**src/hw/ccm_pkg.sv**
```systemverilog
`default_nettype none
package ccm_pkg;
  localparam logic [7:0] CCM_OFF_OPCTRL  = 8'h7C;
  localparam logic [7:0] CCM_OFF_STATUS  = 8'h7D;
  localparam logic [7:0] CCM_OFF_FAULT   = 8'h7E;
  localparam logic [7:0] CCM_OFF_EVSTAT  = 8'h80;
  localparam logic [7:0] CCM_OFF_EVMASK  = 8'h84;
  localparam logic [7:0] CCM_OFF_STRAP   = 8'h88;

  localparam int CCM_BIT_PDF   = 7;
  localparam int CCM_BIT_TMR2X = 6;
  localparam int CCM_BIT_BSW   = 5;
  localparam int CCM_BIT_AVP   = 4;
  localparam int CCM_BIT_RSV3  = 3;
  localparam int CCM_BIT_RSV2  = 2;
  localparam int CCM_BIT_CFIE  = 1;
  localparam int CCM_BIT_BFIE  = 0;

  localparam logic CCM_RST_PDF   = 1'b0;
  localparam logic CCM_RST_TMR2X = 1'b1;
  localparam logic CCM_RST_BSW   = 1'b0;
  localparam logic CCM_RST_AVP   = 1'b0;
  localparam logic CCM_RST_RSV3  = 1'b1;
  localparam logic CCM_RST_RSV2  = 1'b0;
  localparam logic CCM_RST_CFIE  = 1'b1;
  localparam logic CCM_RST_BFIE  = 1'b1;

  localparam logic [1:0] CCM_SRC_UNKNOWN = 2'h0;
  localparam logic [1:0] CCM_SRC_USB     = 2'h1;
  localparam logic [1:0] CCM_SRC_ADAPTER = 2'h2;
  localparam logic [1:0] CCM_SRC_OTG     = 2'h3;
  localparam logic [1:0] CCM_PH_IDLE     = 2'h0;
  localparam logic [1:0] CCM_PH_PRE      = 2'h1;
  localparam logic [1:0] CCM_PH_FAST     = 2'h2;
  localparam logic [1:0] CCM_PH_DONE     = 2'h3;
  localparam logic [1:0] CCM_CF_NORMAL   = 2'h0;
  localparam logic [1:0] CCM_CF_INPUT    = 2'h1;
  localparam logic [1:0] CCM_CF_THERMAL  = 2'h2;
  localparam logic [1:0] CCM_CF_TIMER    = 2'h3;

  localparam int CCM_EV_CF = 1;
  localparam int CCM_EV_BF = 0;
  localparam logic [1:0] CCM_EV_RST = 2'h0;

  typedef struct packed {
    logic [1:0] input_source_type;
    logic [1:0] charge_phase;
    logic       power_limit_flag;
    logic       input_good_flag;
    logic       thermal_reg_flag;
    logic       min_sys_reg_flag;
  } ccm_status_s;

  typedef struct packed {
    logic       wdog_fault_flag;
    logic       boost_fault_flag;
    logic [1:0] charge_fault_code;
    logic       battery_fault_flag;
    logic [2:0] thermistor_fault_code;
  } ccm_fault_s;
endpackage
`default_nettype wire

```
**src/hw/ccm_regs.sv**
```systemverilog
// Function
// - Reading offset 0x7C returns the operation control byte.
// - Reading offset 0x7D returns the system status byte.
// - Reading offset 0x7E returns the fault byte.
// - Bit 7 read-write; one forces data-line port detection on the charger.
// - Bit 6 read-write; one doubles safety timeout during power limit or thermal.
// - Bit 1 read-write; enables interrupt on nonzero charge fault code.
// - Bit 0 read-write; enables interrupt on battery overvoltage fault flag.
// - Control bits 3 and 2 are read-only, reading 1 and 0.
// - Control bit 4 is read-only and resets to 0.
// - Status bits 7:6 encode input source: unknown, USB, adapter, on-the-go.
// - Status bits 5:4 encode phase: idle, precharge, fast, done.
// - Status bits 3,2,1: power limiting, power good, thermal regulation.
// - Status bit 0 is one while minimum system voltage regulation is active.
// - Fault bit 7 is one after watchdog expiry.
// - Fault bit 6 is one when boost cannot start.
// - Fault bits 5:4 encode normal, input, thermal shutdown, timer expiry.
// - Fault bits 2:0 report thermistor faults; bits 1:0 are held at zero and always read 0.
//
// Register access over Wishbone was left to the implementer.
`default_nettype none
module ccm_regs
  import ccm_pkg::*;
(
  input  wire logic        core_clk_in,
  input  wire logic        nrst_in,
  input  wire logic        wb_cyc_in,
  input  wire logic        wb_stb_in,
  input  wire logic        wb_we_in,
  input  wire logic [7:0]  wb_adr_in,
  input  wire logic [3:0]  wb_sel_in,
  input  wire logic [31:0] wb_dat_in,
  output logic      [31:0] wb_dat_out,
  output logic             wb_ack_out,
  input  wire ccm_status_s chg_status_in,
  input  wire ccm_fault_s  chg_fault_in,
  input  wire logic        batt_switch_off_in,
  output logic             port_detect_force_out,
  output logic             safety_timer_slowdown_out,
  output logic             irq_out
);

  logic        port_detect_force_r;
  logic        safety_timer_slowdown_en_r;
  logic        charge_fault_irq_en_r;
  logic        battery_fault_irq_en_r;
  logic        battery_switch_off_r;
  ccm_status_s status_r;
  ccm_fault_s  fault_r;
  logic [1:0]  ev_stat_r;
  logic [1:0]  ev_mask_r;
  logic        cf_present;
  logic        bf_present;
  logic [1:0]  ev_set;
  logic        req;
  logic        wr_lo;
  logic [7:0]  opctrl;
  logic [31:0] rd_nxt;

  assign req   = wb_cyc_in && wb_stb_in && !wb_ack_out;
  assign wr_lo = req && wb_we_in && wb_sel_in[0];

  always_comb begin
    opctrl                = 8'h00;
    opctrl[CCM_BIT_PDF]   = port_detect_force_r;
    opctrl[CCM_BIT_TMR2X] = safety_timer_slowdown_en_r;
    opctrl[CCM_BIT_BSW]   = battery_switch_off_r;
    opctrl[CCM_BIT_AVP]   = CCM_RST_AVP;
    opctrl[CCM_BIT_RSV3]  = CCM_RST_RSV3;
    opctrl[CCM_BIT_RSV2]  = CCM_RST_RSV2;
    opctrl[CCM_BIT_CFIE]  = charge_fault_irq_en_r;
    opctrl[CCM_BIT_BFIE]  = battery_fault_irq_en_r;
  end

  // Writable control bits; read-only ones have no write path
  always_ff @(posedge core_clk_in or negedge nrst_in) begin
    if (!nrst_in) begin
      port_detect_force_r        <= CCM_RST_PDF;
      safety_timer_slowdown_en_r <= CCM_RST_TMR2X;
      charge_fault_irq_en_r      <= CCM_RST_CFIE;
      battery_fault_irq_en_r     <= CCM_RST_BFIE;
    end else if (wr_lo && wb_adr_in == CCM_OFF_OPCTRL) begin
      port_detect_force_r        <= wb_dat_in[CCM_BIT_PDF];
      safety_timer_slowdown_en_r <= wb_dat_in[CCM_BIT_TMR2X];
      charge_fault_irq_en_r      <= wb_dat_in[CCM_BIT_CFIE];
      battery_fault_irq_en_r     <= wb_dat_in[CCM_BIT_BFIE];
    end
  end

  // Charger mirror; bus writes never reach these
  always_ff @(posedge core_clk_in or negedge nrst_in) begin
    if (!nrst_in) begin
      status_r             <= '0;
      fault_r              <= '0;
      battery_switch_off_r <= CCM_RST_BSW;
    end else begin
      status_r             <= chg_status_in;
      fault_r              <= chg_fault_in;
      fault_r.thermistor_fault_code[1:0] <= 2'h0;
      battery_switch_off_r <= batt_switch_off_in;
    end
  end

  assign cf_present = fault_r.charge_fault_code != CCM_CF_NORMAL;
  assign bf_present = fault_r.battery_fault_flag;
  assign ev_set     = {cf_present && charge_fault_irq_en_r,
                       bf_present && battery_fault_irq_en_r};

  // Sticky events, set wins over write-one-to-clear
  always_ff @(posedge core_clk_in or negedge nrst_in) begin
    if (!nrst_in) begin
      ev_stat_r <= CCM_EV_RST;
    end else if (wr_lo && wb_adr_in == CCM_OFF_EVSTAT) begin
      ev_stat_r <= (ev_stat_r & ~wb_dat_in[1:0]) | ev_set;
    end else begin
      ev_stat_r <= ev_stat_r | ev_set;
    end
  end

  always_ff @(posedge core_clk_in or negedge nrst_in) begin
    if (!nrst_in) begin
      ev_mask_r <= CCM_EV_RST;
    end else if (wr_lo && wb_adr_in == CCM_OFF_EVMASK) begin
      ev_mask_r <= wb_dat_in[1:0];
    end
  end

  // Level interrupt: only while a fault is present and enabled
  always_ff @(posedge core_clk_in or negedge nrst_in) begin
    if (!nrst_in) begin
      irq_out <= 1'b0;
    end else begin
      irq_out <= |(ev_stat_r & ev_mask_r & ev_set);
    end
  end

  always_comb begin
    rd_nxt = 32'h0000_0000;
    unique case (wb_adr_in)
      CCM_OFF_OPCTRL: rd_nxt[7:0] = opctrl;
      CCM_OFF_STATUS: rd_nxt[7:0] = status_r;
      CCM_OFF_FAULT:  rd_nxt[7:0] = fault_r;
      CCM_OFF_EVSTAT: rd_nxt[1:0] = ev_stat_r;
      CCM_OFF_EVMASK: rd_nxt[1:0] = ev_mask_r;
      default:        rd_nxt = 32'h0000_0000;
    endcase
  end

  // Single-cycle ack; unmapped addresses read zero and ignore writes
  always_ff @(posedge core_clk_in or negedge nrst_in) begin
    if (!nrst_in) begin
      wb_ack_out <= 1'b0;
      wb_dat_out <= 32'h0000_0000;
    end else begin
      wb_ack_out <= req;
      if (req && !wb_we_in) begin
        wb_dat_out <= rd_nxt;
      end
    end
  end

  always_ff @(posedge core_clk_in or negedge nrst_in) begin
    if (!nrst_in) begin
      port_detect_force_out     <= CCM_RST_PDF;
      safety_timer_slowdown_out <= CCM_RST_TMR2X;
    end else begin
      port_detect_force_out     <= port_detect_force_r;
      safety_timer_slowdown_out <= safety_timer_slowdown_en_r;
    end
  end

  // Bus-view helpers for the checks below
  logic        rd_ctl;
  logic        rd_sts;
  logic        rd_flt;
  logic        rd_map;
  logic        wr_ctl;
  logic        wr_evs;
  logic        wr_ro;
  logic [5:0]  cfg_bits;

  assign rd_ctl   = req && !wb_we_in && wb_adr_in == CCM_OFF_OPCTRL;
  assign rd_sts   = req && !wb_we_in && wb_adr_in == CCM_OFF_STATUS;
  assign rd_flt   = req && !wb_we_in && wb_adr_in == CCM_OFF_FAULT;
  assign rd_map   = wb_adr_in inside {CCM_OFF_OPCTRL, CCM_OFF_STATUS, CCM_OFF_FAULT,
                                      CCM_OFF_EVSTAT, CCM_OFF_EVMASK};
  assign wr_ctl   = wr_lo && wb_adr_in == CCM_OFF_OPCTRL;
  assign wr_evs   = wr_lo && wb_adr_in == CCM_OFF_EVSTAT;
  assign wr_ro    = req && wb_we_in && wb_adr_in inside {CCM_OFF_STATUS, CCM_OFF_FAULT, CCM_OFF_STRAP};
  assign cfg_bits = {port_detect_force_r, safety_timer_slowdown_en_r, charge_fault_irq_en_r,
                     battery_fault_irq_en_r, ev_mask_r};

  a_ack_one_cycle: assert property (@(posedge core_clk_in) disable iff (!nrst_in)
    wb_ack_out |=> !wb_ack_out) else $error("ack held two cycles");
  a_opctrl_read: assert property (@(posedge core_clk_in) disable iff (!nrst_in)
    req && !wb_we_in && wb_adr_in == CCM_OFF_OPCTRL |=> wb_dat_out[7:0] == $past(opctrl))
    else $error("control read wrong");
  a_status_read: assert property (@(posedge core_clk_in) disable iff (!nrst_in)
    req && !wb_we_in && wb_adr_in == CCM_OFF_STATUS |=> wb_dat_out[7:0] == $past(chg_status_in, 2))
    else $error("status read wrong");
  a_fault_read: assert property (@(posedge core_clk_in) disable iff (!nrst_in)
    req && !wb_we_in && wb_adr_in == CCM_OFF_FAULT |=> wb_dat_out[7:2] == $past(chg_fault_in[7:2], 2))
    else $error("fault read wrong");
  a_pdf_write: assert property (@(posedge core_clk_in) disable iff (!nrst_in)
    wr_lo && wb_adr_in == CCM_OFF_OPCTRL |=> ##1 port_detect_force_out == $past(wb_dat_in[7], 2))
    else $error("port detect not written");
  a_tmr_write: assert property (@(posedge core_clk_in) disable iff (!nrst_in)
    wr_lo && wb_adr_in == CCM_OFF_OPCTRL |=> safety_timer_slowdown_en_r == $past(wb_dat_in[6]))
    else $error("slowdown not written");
  a_cf_enable: assert property (@(posedge core_clk_in) disable iff (!nrst_in)
    wr_lo && wb_adr_in == CCM_OFF_OPCTRL |=> charge_fault_irq_en_r == $past(wb_dat_in[1]))
    else $error("charge enable not written");
  a_bf_enable: assert property (@(posedge core_clk_in) disable iff (!nrst_in)
    wr_lo && wb_adr_in == CCM_OFF_OPCTRL |=> battery_fault_irq_en_r == $past(wb_dat_in[0]))
    else $error("battery enable not written");
  a_rsv_bits: assert property (@(posedge core_clk_in) disable iff (!nrst_in)
    rd_ctl |=> wb_dat_out[3:2] == {CCM_RST_RSV3, CCM_RST_RSV2}) else $error("reserved bits wrong");
  a_avp_zero: assert property (@(posedge core_clk_in) disable iff (!nrst_in)
    rd_ctl |=> !wb_dat_out[CCM_BIT_AVP]) else $error("bit 4 not zero");
  a_status_mirror: assert property (@(posedge core_clk_in) disable iff (!nrst_in)
    ##1 status_r == $past(chg_status_in)) else $error("status not mirrored");
  a_thermistor_low: assert property (@(posedge core_clk_in) disable iff (!nrst_in)
    fault_r.thermistor_fault_code[1:0] == 2'h0) else $error("thermistor low bits set");
  a_fault_mirror: assert property (@(posedge core_clk_in) disable iff (!nrst_in)
    ##1 fault_r[7:2] == $past(chg_fault_in[7:2])) else $error("fault not mirrored");
  a_irq_cause: assert property (@(posedge core_clk_in) disable iff (!nrst_in)
    irq_out |-> $past((cf_present && charge_fault_irq_en_r) || (bf_present && battery_fault_irq_en_r)))
    else $error("irq without enabled fault");
  a_sticky_set: assert property (@(posedge core_clk_in) disable iff (!nrst_in)
    ev_set[CCM_EV_CF] |=> ev_stat_r[CCM_EV_CF]) else $error("event lost");

  // Field placement as seen on the bus
  a_src_field: assert property (
    @(posedge core_clk_in) disable iff (!nrst_in)
    rd_sts |=> wb_dat_out[7:6] == $past(status_r.input_source_type))
    else $error("source type misplaced");
  a_phase_field: assert property (
    @(posedge core_clk_in) disable iff (!nrst_in)
    rd_sts |=> wb_dat_out[5:4] == $past(status_r.charge_phase))
    else $error("charge phase misplaced");
  a_limit_flag: assert property (
    @(posedge core_clk_in) disable iff (!nrst_in)
    rd_sts |=> wb_dat_out[3] == $past(status_r.power_limit_flag))
    else $error("power limit flag misplaced");
  a_good_flag: assert property (
    @(posedge core_clk_in) disable iff (!nrst_in)
    rd_sts |=> wb_dat_out[2] == $past(status_r.input_good_flag))
    else $error("power good flag misplaced");
  a_therm_flag: assert property (
    @(posedge core_clk_in) disable iff (!nrst_in)
    rd_sts |=> wb_dat_out[1] == $past(status_r.thermal_reg_flag))
    else $error("thermal flag misplaced");
  a_minsys_flag: assert property (
    @(posedge core_clk_in) disable iff (!nrst_in)
    rd_sts |=> wb_dat_out[0] == $past(status_r.min_sys_reg_flag))
    else $error("min system flag misplaced");
  a_wdog_flag: assert property (
    @(posedge core_clk_in) disable iff (!nrst_in)
    rd_flt |=> wb_dat_out[7] == $past(fault_r.wdog_fault_flag))
    else $error("watchdog flag misplaced");
  a_boost_flag: assert property (
    @(posedge core_clk_in) disable iff (!nrst_in)
    rd_flt |=> wb_dat_out[6] == $past(fault_r.boost_fault_flag))
    else $error("boost flag misplaced");
  a_cf_code: assert property (
    @(posedge core_clk_in) disable iff (!nrst_in)
    rd_flt |=> wb_dat_out[5:4] == $past(fault_r.charge_fault_code))
    else $error("charge fault code misplaced");
  a_bf_flag: assert property (
    @(posedge core_clk_in) disable iff (!nrst_in)
    rd_flt |=> wb_dat_out[3] == $past(fault_r.battery_fault_flag))
    else $error("battery fault flag misplaced");
  a_ntc_high: assert property (
    @(posedge core_clk_in) disable iff (!nrst_in)
    rd_flt |=> wb_dat_out[2] == $past(fault_r.thermistor_fault_code[2]))
    else $error("thermistor bit 2 misplaced");
  a_ntc_read: assert property (
    @(posedge core_clk_in) disable iff (!nrst_in)
    rd_flt |=> wb_dat_out[1:0] == 2'h0)
    else $error("thermistor low bits read set");

  // Bus protocol and refused accesses
  a_ack_answer: assert property (
    @(posedge core_clk_in) disable iff (!nrst_in)
    req |=> wb_ack_out)
    else $error("request not acknowledged");
  a_ack_cause: assert property (
    @(posedge core_clk_in) disable iff (!nrst_in)
    !req |=> !wb_ack_out)
    else $error("ack without request");
  a_rdata_hold: assert property (
    @(posedge core_clk_in) disable iff (!nrst_in)
    !(req && !wb_we_in) |=> $stable(wb_dat_out))
    else $error("read data moved without read");
  a_upper_zero: assert property (
    @(posedge core_clk_in) disable iff (!nrst_in)
    rd_ctl || rd_sts || rd_flt |=> wb_dat_out[31:8] == 24'h00_0000)
    else $error("upper read bits set");
  a_unmapped_zero: assert property (
    @(posedge core_clk_in) disable iff (!nrst_in)
    req && !wb_we_in && !rd_map |=> wb_dat_out == 32'h0000_0000)
    else $error("unmapped read not zero");
  a_ro_write: assert property (
    @(posedge core_clk_in) disable iff (!nrst_in)
    wr_ro |=> $stable(cfg_bits))
    else $error("read-only write landed");
  a_sel_gate: assert property (
    @(posedge core_clk_in) disable iff (!nrst_in)
    req && wb_we_in && !wb_sel_in[0] |=> $stable(cfg_bits))
    else $error("write without lane landed");
  a_read_only: assert property (
    @(posedge core_clk_in) disable iff (!nrst_in)
    req && !wb_we_in |=> $stable(cfg_bits))
    else $error("read changed settings");
  a_bsw_mirror: assert property (
    @(posedge core_clk_in) disable iff (!nrst_in)
    ##1 battery_switch_off_r == $past(batt_switch_off_in))
    else $error("switch bit not mirrored");
  a_ctl_bsw: assert property (
    @(posedge core_clk_in) disable iff (!nrst_in)
    wr_ctl |=> battery_switch_off_r == $past(batt_switch_off_in))
    else $error("switch bit written by bus");

  // Events and interrupt
  a_mask_write: assert property (
    @(posedge core_clk_in) disable iff (!nrst_in)
    wr_lo && wb_adr_in == CCM_OFF_EVMASK |=> ev_mask_r == $past(wb_dat_in[1:0]))
    else $error("mask not written");
  a_bf_clear: assert property (
    @(posedge core_clk_in) disable iff (!nrst_in)
    wr_evs && wb_dat_in[CCM_EV_BF] && !ev_set[CCM_EV_BF] |=> !ev_stat_r[CCM_EV_BF])
    else $error("battery event not cleared");
  a_cf_clear: assert property (
    @(posedge core_clk_in) disable iff (!nrst_in)
    wr_evs && wb_dat_in[CCM_EV_CF] && !ev_set[CCM_EV_CF] |=> !ev_stat_r[CCM_EV_CF])
    else $error("charge event not cleared");
  a_set_wins: assert property (
    @(posedge core_clk_in) disable iff (!nrst_in)
    wr_evs && ev_set[CCM_EV_CF] |=> ev_stat_r[CCM_EV_CF])
    else $error("clear beat a live event");
  a_bf_sticky: assert property (
    @(posedge core_clk_in) disable iff (!nrst_in)
    ev_set[CCM_EV_BF] |=> ev_stat_r[CCM_EV_BF])
    else $error("battery event lost");
  a_ev_hold: assert property (
    @(posedge core_clk_in) disable iff (!nrst_in)
    ev_stat_r[CCM_EV_BF] && !wr_evs |=> ev_stat_r[CCM_EV_BF])
    else $error("event dropped without clear");
  a_irq_masked: assert property (
    @(posedge core_clk_in) disable iff (!nrst_in)
    ev_mask_r == 2'h0 |=> !irq_out)
    else $error("irq while fully masked");
  a_irq_no_fault: assert property (
    @(posedge core_clk_in) disable iff (!nrst_in)
    !cf_present && !bf_present |=> !irq_out)
    else $error("irq with no fault");
  a_cf_irq_on: assert property (
    @(posedge core_clk_in) disable iff (!nrst_in)
    ev_stat_r[CCM_EV_CF] && ev_mask_r[CCM_EV_CF] && cf_present && charge_fault_irq_en_r |=> irq_out)
    else $error("charge fault irq missing");
  a_bf_irq_on: assert property (
    @(posedge core_clk_in) disable iff (!nrst_in)
    ev_stat_r[CCM_EV_BF] && ev_mask_r[CCM_EV_BF] && bf_present && battery_fault_irq_en_r |=> irq_out)
    else $error("battery fault irq missing");
  a_cf_irq_off: assert property (
    @(posedge core_clk_in) disable iff (!nrst_in)
    !charge_fault_irq_en_r && !bf_present |=> !irq_out)
    else $error("irq with charge enable off");
  a_bf_irq_off: assert property (
    @(posedge core_clk_in) disable iff (!nrst_in)
    !battery_fault_irq_en_r && !cf_present |=> !irq_out)
    else $error("irq with battery enable off");

  // Control outputs
  a_pdf_follow: assert property (
    @(posedge core_clk_in) disable iff (!nrst_in)
    ##1 port_detect_force_out == $past(port_detect_force_r))
    else $error("port detect output stale");
  a_slow_follow: assert property (
    @(posedge core_clk_in) disable iff (!nrst_in)
    ##1 safety_timer_slowdown_out == $past(safety_timer_slowdown_en_r))
    else $error("slowdown output stale");

  c_ctrl_write: cover property (@(posedge core_clk_in) wr_lo && wb_adr_in == CCM_OFF_OPCTRL);
  c_fault_read: cover property (@(posedge core_clk_in) req && !wb_we_in && wb_adr_in == CCM_OFF_FAULT);
  c_irq_rise:   cover property (@(posedge core_clk_in) $rose(irq_out));
  c_clear_set:  cover property (@(posedge core_clk_in) wr_lo && wb_adr_in == CCM_OFF_EVSTAT && |ev_set);

endmodule
`default_nettype wire

```
**config.mk**
```make
export PLATFORM = sky130hd
export DESIGN_NAME = ccm_regs
export DESIGN_NICKNAME = d
export VERILOG_FILES = /design/src/hw/ccm_pkg.sv /design/src/hw/ccm_regs.sv
export SDC_FILE = /design/constraint.sdc
export NUM_CORES = 1
export LEC_CHECK = 0
export BUFFER_PORTS_ARGS = -buffer_cell sky130_fd_sc_hd__clkbuf_2
export CELL_PAD_IN_SITES_DETAIL_PLACEMENT = 1
export CELL_PAD_IN_SITES_GLOBAL_PLACEMENT = 1
export CORE_ASPECT_RATIO = 1.25
export CORE_MARGIN = 2
export CORE_UTILIZATION = 34
export CTS_CLUSTER_DIAMETER = 80
export DETAILED_ROUTE_END_ITERATION = 8
export PLACE_DENSITY_LB_ADDON = 0.1
export SLEW_MARGIN = 20
export SYNTH_ARGS = -nofsm -noshare
export SYNTH_HDL_FRONTEND = slang
export SYNTH_SLANG_ARGS = --single-unit
```
**constraint.sdc**
```tcl
create_clock -name core_clk_in -period 4.65 [get_ports core_clk_in]
set_clock_uncertainty 0.2 [all_clocks]
set_input_delay 0 -clock core_clk_in [delete_from_list [all_inputs] [get_ports core_clk_in]]
set_output_delay 0 -clock core_clk_in [all_outputs]
set_load 0.005 [all_outputs]
```
After elaboration in Yosys (flattened, before gate mapping)
Index checks and enable logic that the tools add are counted.
W data, S select, Z words.
{ "op_classes": {"n_eq_ne": 5, "n_mux": 3, "n_bitwise": 6, "n_reduce_logical": 14} }
{ "ops": {"columns": ["op", "n"], "rows": [
  ["$eq A8 B7 Y1 const B", 3],
  ["$pmux W6 S3", 1],
  ["$eq A8 B8 Y1 const B", 2],
  ["$logic_and A1 B1 Y1", 10],
  ["$pmux W2 S4", 1],
  ["$and A2 B2 Y2", 3],
  ["$or A2 B2 Y2", 2],
  ["$logic_not A1 Y1", 2],
  ["$mux W2", 1],
  ["$not A2 Y2", 1],
  ["$reduce_bool A2 Y1", 1],
  ["$reduce_or A2 Y1", 1]
]} }
{ "word_totals": {"regBits": 35, "inputBits": 66, "out_inout_bits": 36, "elab_cells": 51} }

Longest topological paths before layout
{ "depth": {"ltp_word": 6, "mapped_depth": 4, "depth_no_buf": 3} }

Worst setup path before layout
No wires, ideal clock.
{ "synth_timing": {"kind": "register -> register", "from": "reg wb_ack_out", "to": "reg port_detect_force_r", "setup_time_ns": 0.125, "arrival_ns": 1.260, "required_time_ns": 4.325, "setup_slack_ns": 3.065, "stages_incl_launch_ff": 4, "path_buffers": 0, "synth_period_minus_slack_ns": 1.585, "cell_sequence": "dfrtp_1 > nand3b_1 > and4b_4 > mux2_4"} }
{ "synth_between": {"elab_chain_cells": 5} }
{ "synth_rtl": {"columns": ["element", "line", "source"], "rows": [
  ["start: declaration", "ccm_regs.sv:34", "output logic wb_ack_out,"],
  ["start signal: assignment", "ccm_regs.sv:155", "wb_ack_out <= req;"],
  ["$logic_not A1 Y1", "ccm_regs.sv:60", "assign req = wb_cyc_in && wb_stb_in && !wb_ack_out;"],
  ["$logic_and A1 B1 Y1", "ccm_regs.sv:60", null],
  ["$logic_and A1 B1 Y1", null, null],
  ["$logic_and A1 B1 Y1", "ccm_regs.sv:61", "assign wr_lo = req && wb_we_in && wb_sel_in[0];"],
  ["$logic_and A1 B1 Y1", null, null],
  ["end signal: assignment", "ccm_regs.sv:83", "port_detect_force_r <= wb_dat_in[CCM_BIT_PDF];"],
  ["end: declaration", "ccm_regs.sv:43", "logic port_detect_force_r;"]
]} }
No other way between the ends.
A chain may end at the register's enable or synchronous reset.

Worst setup path after layout
{ "layout_timing": {"from": "in wb_adr_in[4]", "to": "reg wb_dat_out[1]"} }
{ "layout_between": {"elab_chain_cells": 2, "elab_cells_between_ends": 5, "classes_between": "eq/ne: 4; mux: 1"} }
{ "layout_rtl": {"columns": ["element", "line", "source"], "rows": [
  ["start: declaration", "ccm_regs.sv:30", "input wire logic [7:0] wb_adr_in,"],
  ["$eq A8 B8 Y1 or $eq A8 B7 Y1 (tied branches)", "ccm_regs.sv:139", "unique case (wb_adr_in)"],
  ["$pmux W2 S4 (*)", "ccm_regs.sv:139", null],
  ["end signal: assignment", "ccm_regs.sv:157", "wb_dat_out <= rd_nxt;"],
  ["end: declaration", "ccm_regs.sv:33", "output logic [31:0] wb_dat_out,"]
]} }
Mark *: on every way between the ends. The rest lies on a longest branch, timed or not.

==> flow_metrics.tcl <==
set metrics [dict create \
    rsz0062_at_grt "false" \
    layout_commonest_cell "clkbuf_2" \
    startpoint_type "input pin" \
    grt.overflow.total 0 \
    synth_top_family_by_area "simple AND/OR/NAND/NOR gates" \
    worst_setup_path_end_kind "flop" \
    max_cap_violations 0 \
    timing.final.crit_share 0.622 \
    root_buffer "clkbuf_8" \
    area_delta_synth_final_pct 34.3 \
    cp.required_ns 4.67 \
    netlist_area_um2 1650 \
    hold_viol 0 \
    dp_hpwl_mm 2.76 \
    wl_per_cell_um 14.2 \
    die_x_um 66.3 \
    cts_setup_buffers 0 \
    cts_tree "done" \
    floorplan.initialDensity 0.352 \
    clockBufferDepth 2 \
    die_height_um 81.9 \
    worstSetupPathType "input pin to flop" \
    yosysUniqueCellTypes 38 \
    ant_nets 0 \
    first_pass_iters 4 \
    power_mw 0.595 \
    p_leak_nw 1.10 \
    period_minus_slack_ns 2.89 \
    finalSetupTns_ns 0 \
    power_density_nw_per_um2 268 \
    cts_resized 0 \
    n_antenna_cell 0 \
    ys_ff_latch 35 \
    syn_inst 134 \
    slew_headroom 0.417 \
    vias_per_cell 4.49 \
    synth_compound_area_frac 0.0803 \
    synth_xor_xnor_area_share 0 \
    ys_seq_area_frac 0.533 \
    avgSynthCellArea_um2 12.3 \
    worst_pin_slew_ns 0.874 \
    synth_mux_area_frac 0.0955 \
    hold_path_class "input pin to flop" \
    drc 0 \
    nets 278 \
    worst_skew_pair.late_latency_ns 0.28 \
    drive_above_1_share 0.310 \
    cp.arrival_ns 2.91 \
    io_buffers 44 \
    via_count 1227 \
    setup_viol 0 \
    fp-row-count 28 \
    final_cell_mix "44 x clkbuf_2, 31 x dfrtp_1, 31 x dlygate4sd3_1" \
    yosys.area_share.adder 0 \
    yosys_warnings 0 \
    coreArea_um2 4690 \
    ir_drop_uv 149 \
    track_usage 0.158 \
    gp_congestion 0.841 \
    grt_pass1_wl_mm 6.21 \
    io_pins 102 \
    clk_pin_slew_ns 0.07 \
    h-tree-depth 2 \
    finalMaxSlewViolations 0 \
    fmax_ghz 0.346 \
    synth-simple-area-share 0.155 \
    worst-path-max-fanout 3 \
    grt_pass1_vias 1289 \
    dieArea_um2 5430 \
    grt_max_degree 36 \
    antenna_found_initial 0 \
    holdBufCountCts 31 \
    wl_mm 3.88 \
    cts_sinks 35 \
    outcome "completed" \
    initialDrtViolationCount 24 \
    cts_made_buffers 5 \
]
==> state kept, by name, indices dropped and copies added, names as in the netlist, 2 cells and up <==
register / cells
ev_mask_r: 2
ev_stat_r: 2
fault_r: 5
status_r: 8
wb_dat_out: 8
==> power breakdown <==
group          internal, mW  switching, mW
Sequential            0.313        0.00373
Clock                 0.105          0.102
Combinational        0.0376         0.0338
==> worst max-delay path: stages <==
cell and delay [ns]:
dlygate4sd3_1 0.54, clkbuf_2 0.12, nor4b_2 0.34, dlygate4sd3_1 0.63, nand4_1 0.08, dlygate4sd3_1 0.59
nand3_1 0.07, dlygate4sd3_1 0.54
==> layout make-up <==
cell class                 count  area, um2
timing repair buffer          75        531
sequential                    35        881
multi-input combinational     91        636
inverter                       4       15.0
clock buffer                   7       76.3
tap                           60       75.1
clock inverter                 1       5.00
fill                         546       2480
==> stage by stage <==
stage | cell area [um2] | hold WS (ns) | utilization | instances | setup slack [ns]
5_1_grt | 2220 | 0.0245 | 0.473 | 273 | 1.61
4_1_cts | 2220 | 0.00957 | 0.473 | 273 | 1.78
2_1_floorplan | 1740 | -0.496 | - | 157 | 3.06
3_3_place_gp | 1830 | -0.0917 | 0.389 | 234 | 2.97
6_report | 2220 | 0.0100 | 0.473 | 273 | 1.76
3_5_place_dp | 1830 | -0.0900 | 0.389 | 234 | 2.94
==> cell usage after synthesis (all sizes together) <==
cell type | instances | area share
nor4bb | 2 | 0.021
dfstp | 4 | 0.064
nor2b | 1 | 0.0038
conb | 1 | 0.0023
a211oi | 1 | 0.0045
mux2i | 3 | 0.018
and4b | 3 | 0.020
mux2 | 10 | 0.077
nand3 | 2 | 0.0061
a2bb2oi | 3 | 0.016
nand4bb | 1 | 0.0068
nor4b | 1 | 0.0091
inv | 4 | 0.0091
clkbuf | 1 | 0.0023
nand3b | 1 | 0.0045
dfrtp | 31 | 0.47
a31oi | 1 | 0.0038
buf | 26 | 0.12
and2 | 2 | 0.0076
a32oi | 1 | 0.0053
and3 | 1 | 0.0038
o21ai | 2 | 0.0061
and3b | 2 | 0.011
and2b | 1 | 0.0045
nor2 | 1 | 0.0023
nand2 | 11 | 0.025
nor3 | 1 | 0.0061
a22oi | 2 | 0.0091
o31ai | 6 | 0.027
a22o | 1 | 0.0053
nand2b | 1 | 0.0038
a21oi | 1 | 0.0030
nand4 | 5 | 0.019
==> logic make-up after synthesis <==
kind of cell	count (synthesis)
other	1
AO/OA/AOI/OAI	18
flip-flops	35
AND/OR/NAND/NOR	36
multiplexers	13
buffers and inverters	31
==> routing by layer <==
metal / track usage / part of all wire / routed length, um
met1: 0.163 / 0.36 / 1420
met2: 0.299 / 0.58 / 2240
met3: 0.0438 / 0.040 / 157
met4: 0.0612 / 0.017 / 65
met5: 0 / 0 / 0
==> path summary, 6_finish.rpt <==
path,from,to,slack (ns),cells past startpoint
max,wb_adr_in[4],wb_dat_out[1]$_DFFE_PN0P_,1.76,8
min,wb_cyc_in,wb_dat_out[0]$_DFFE_PN0P_,0.01,4
max reg2reg,wb_ack_out$_DFF_PN0_,wb_dat_out[1]$_DFFE_PN0P_,2.00,5
min reg2reg,safety_timer_slowdown_en_r$_DFFE_PN1P_,safety_timer_slowdown_out$_DFF_PN1_,0.18,0
max in group asynchronous,nrst_in,wb_dat_out[2]$_DFFE_PN0P_,3.54,2
min in group asynchronous,nrst_in,ev_mask_r[0]$_DFFE_PN0P_,0.17,2
Note: power is estimated with default switching activity, not from simulation.
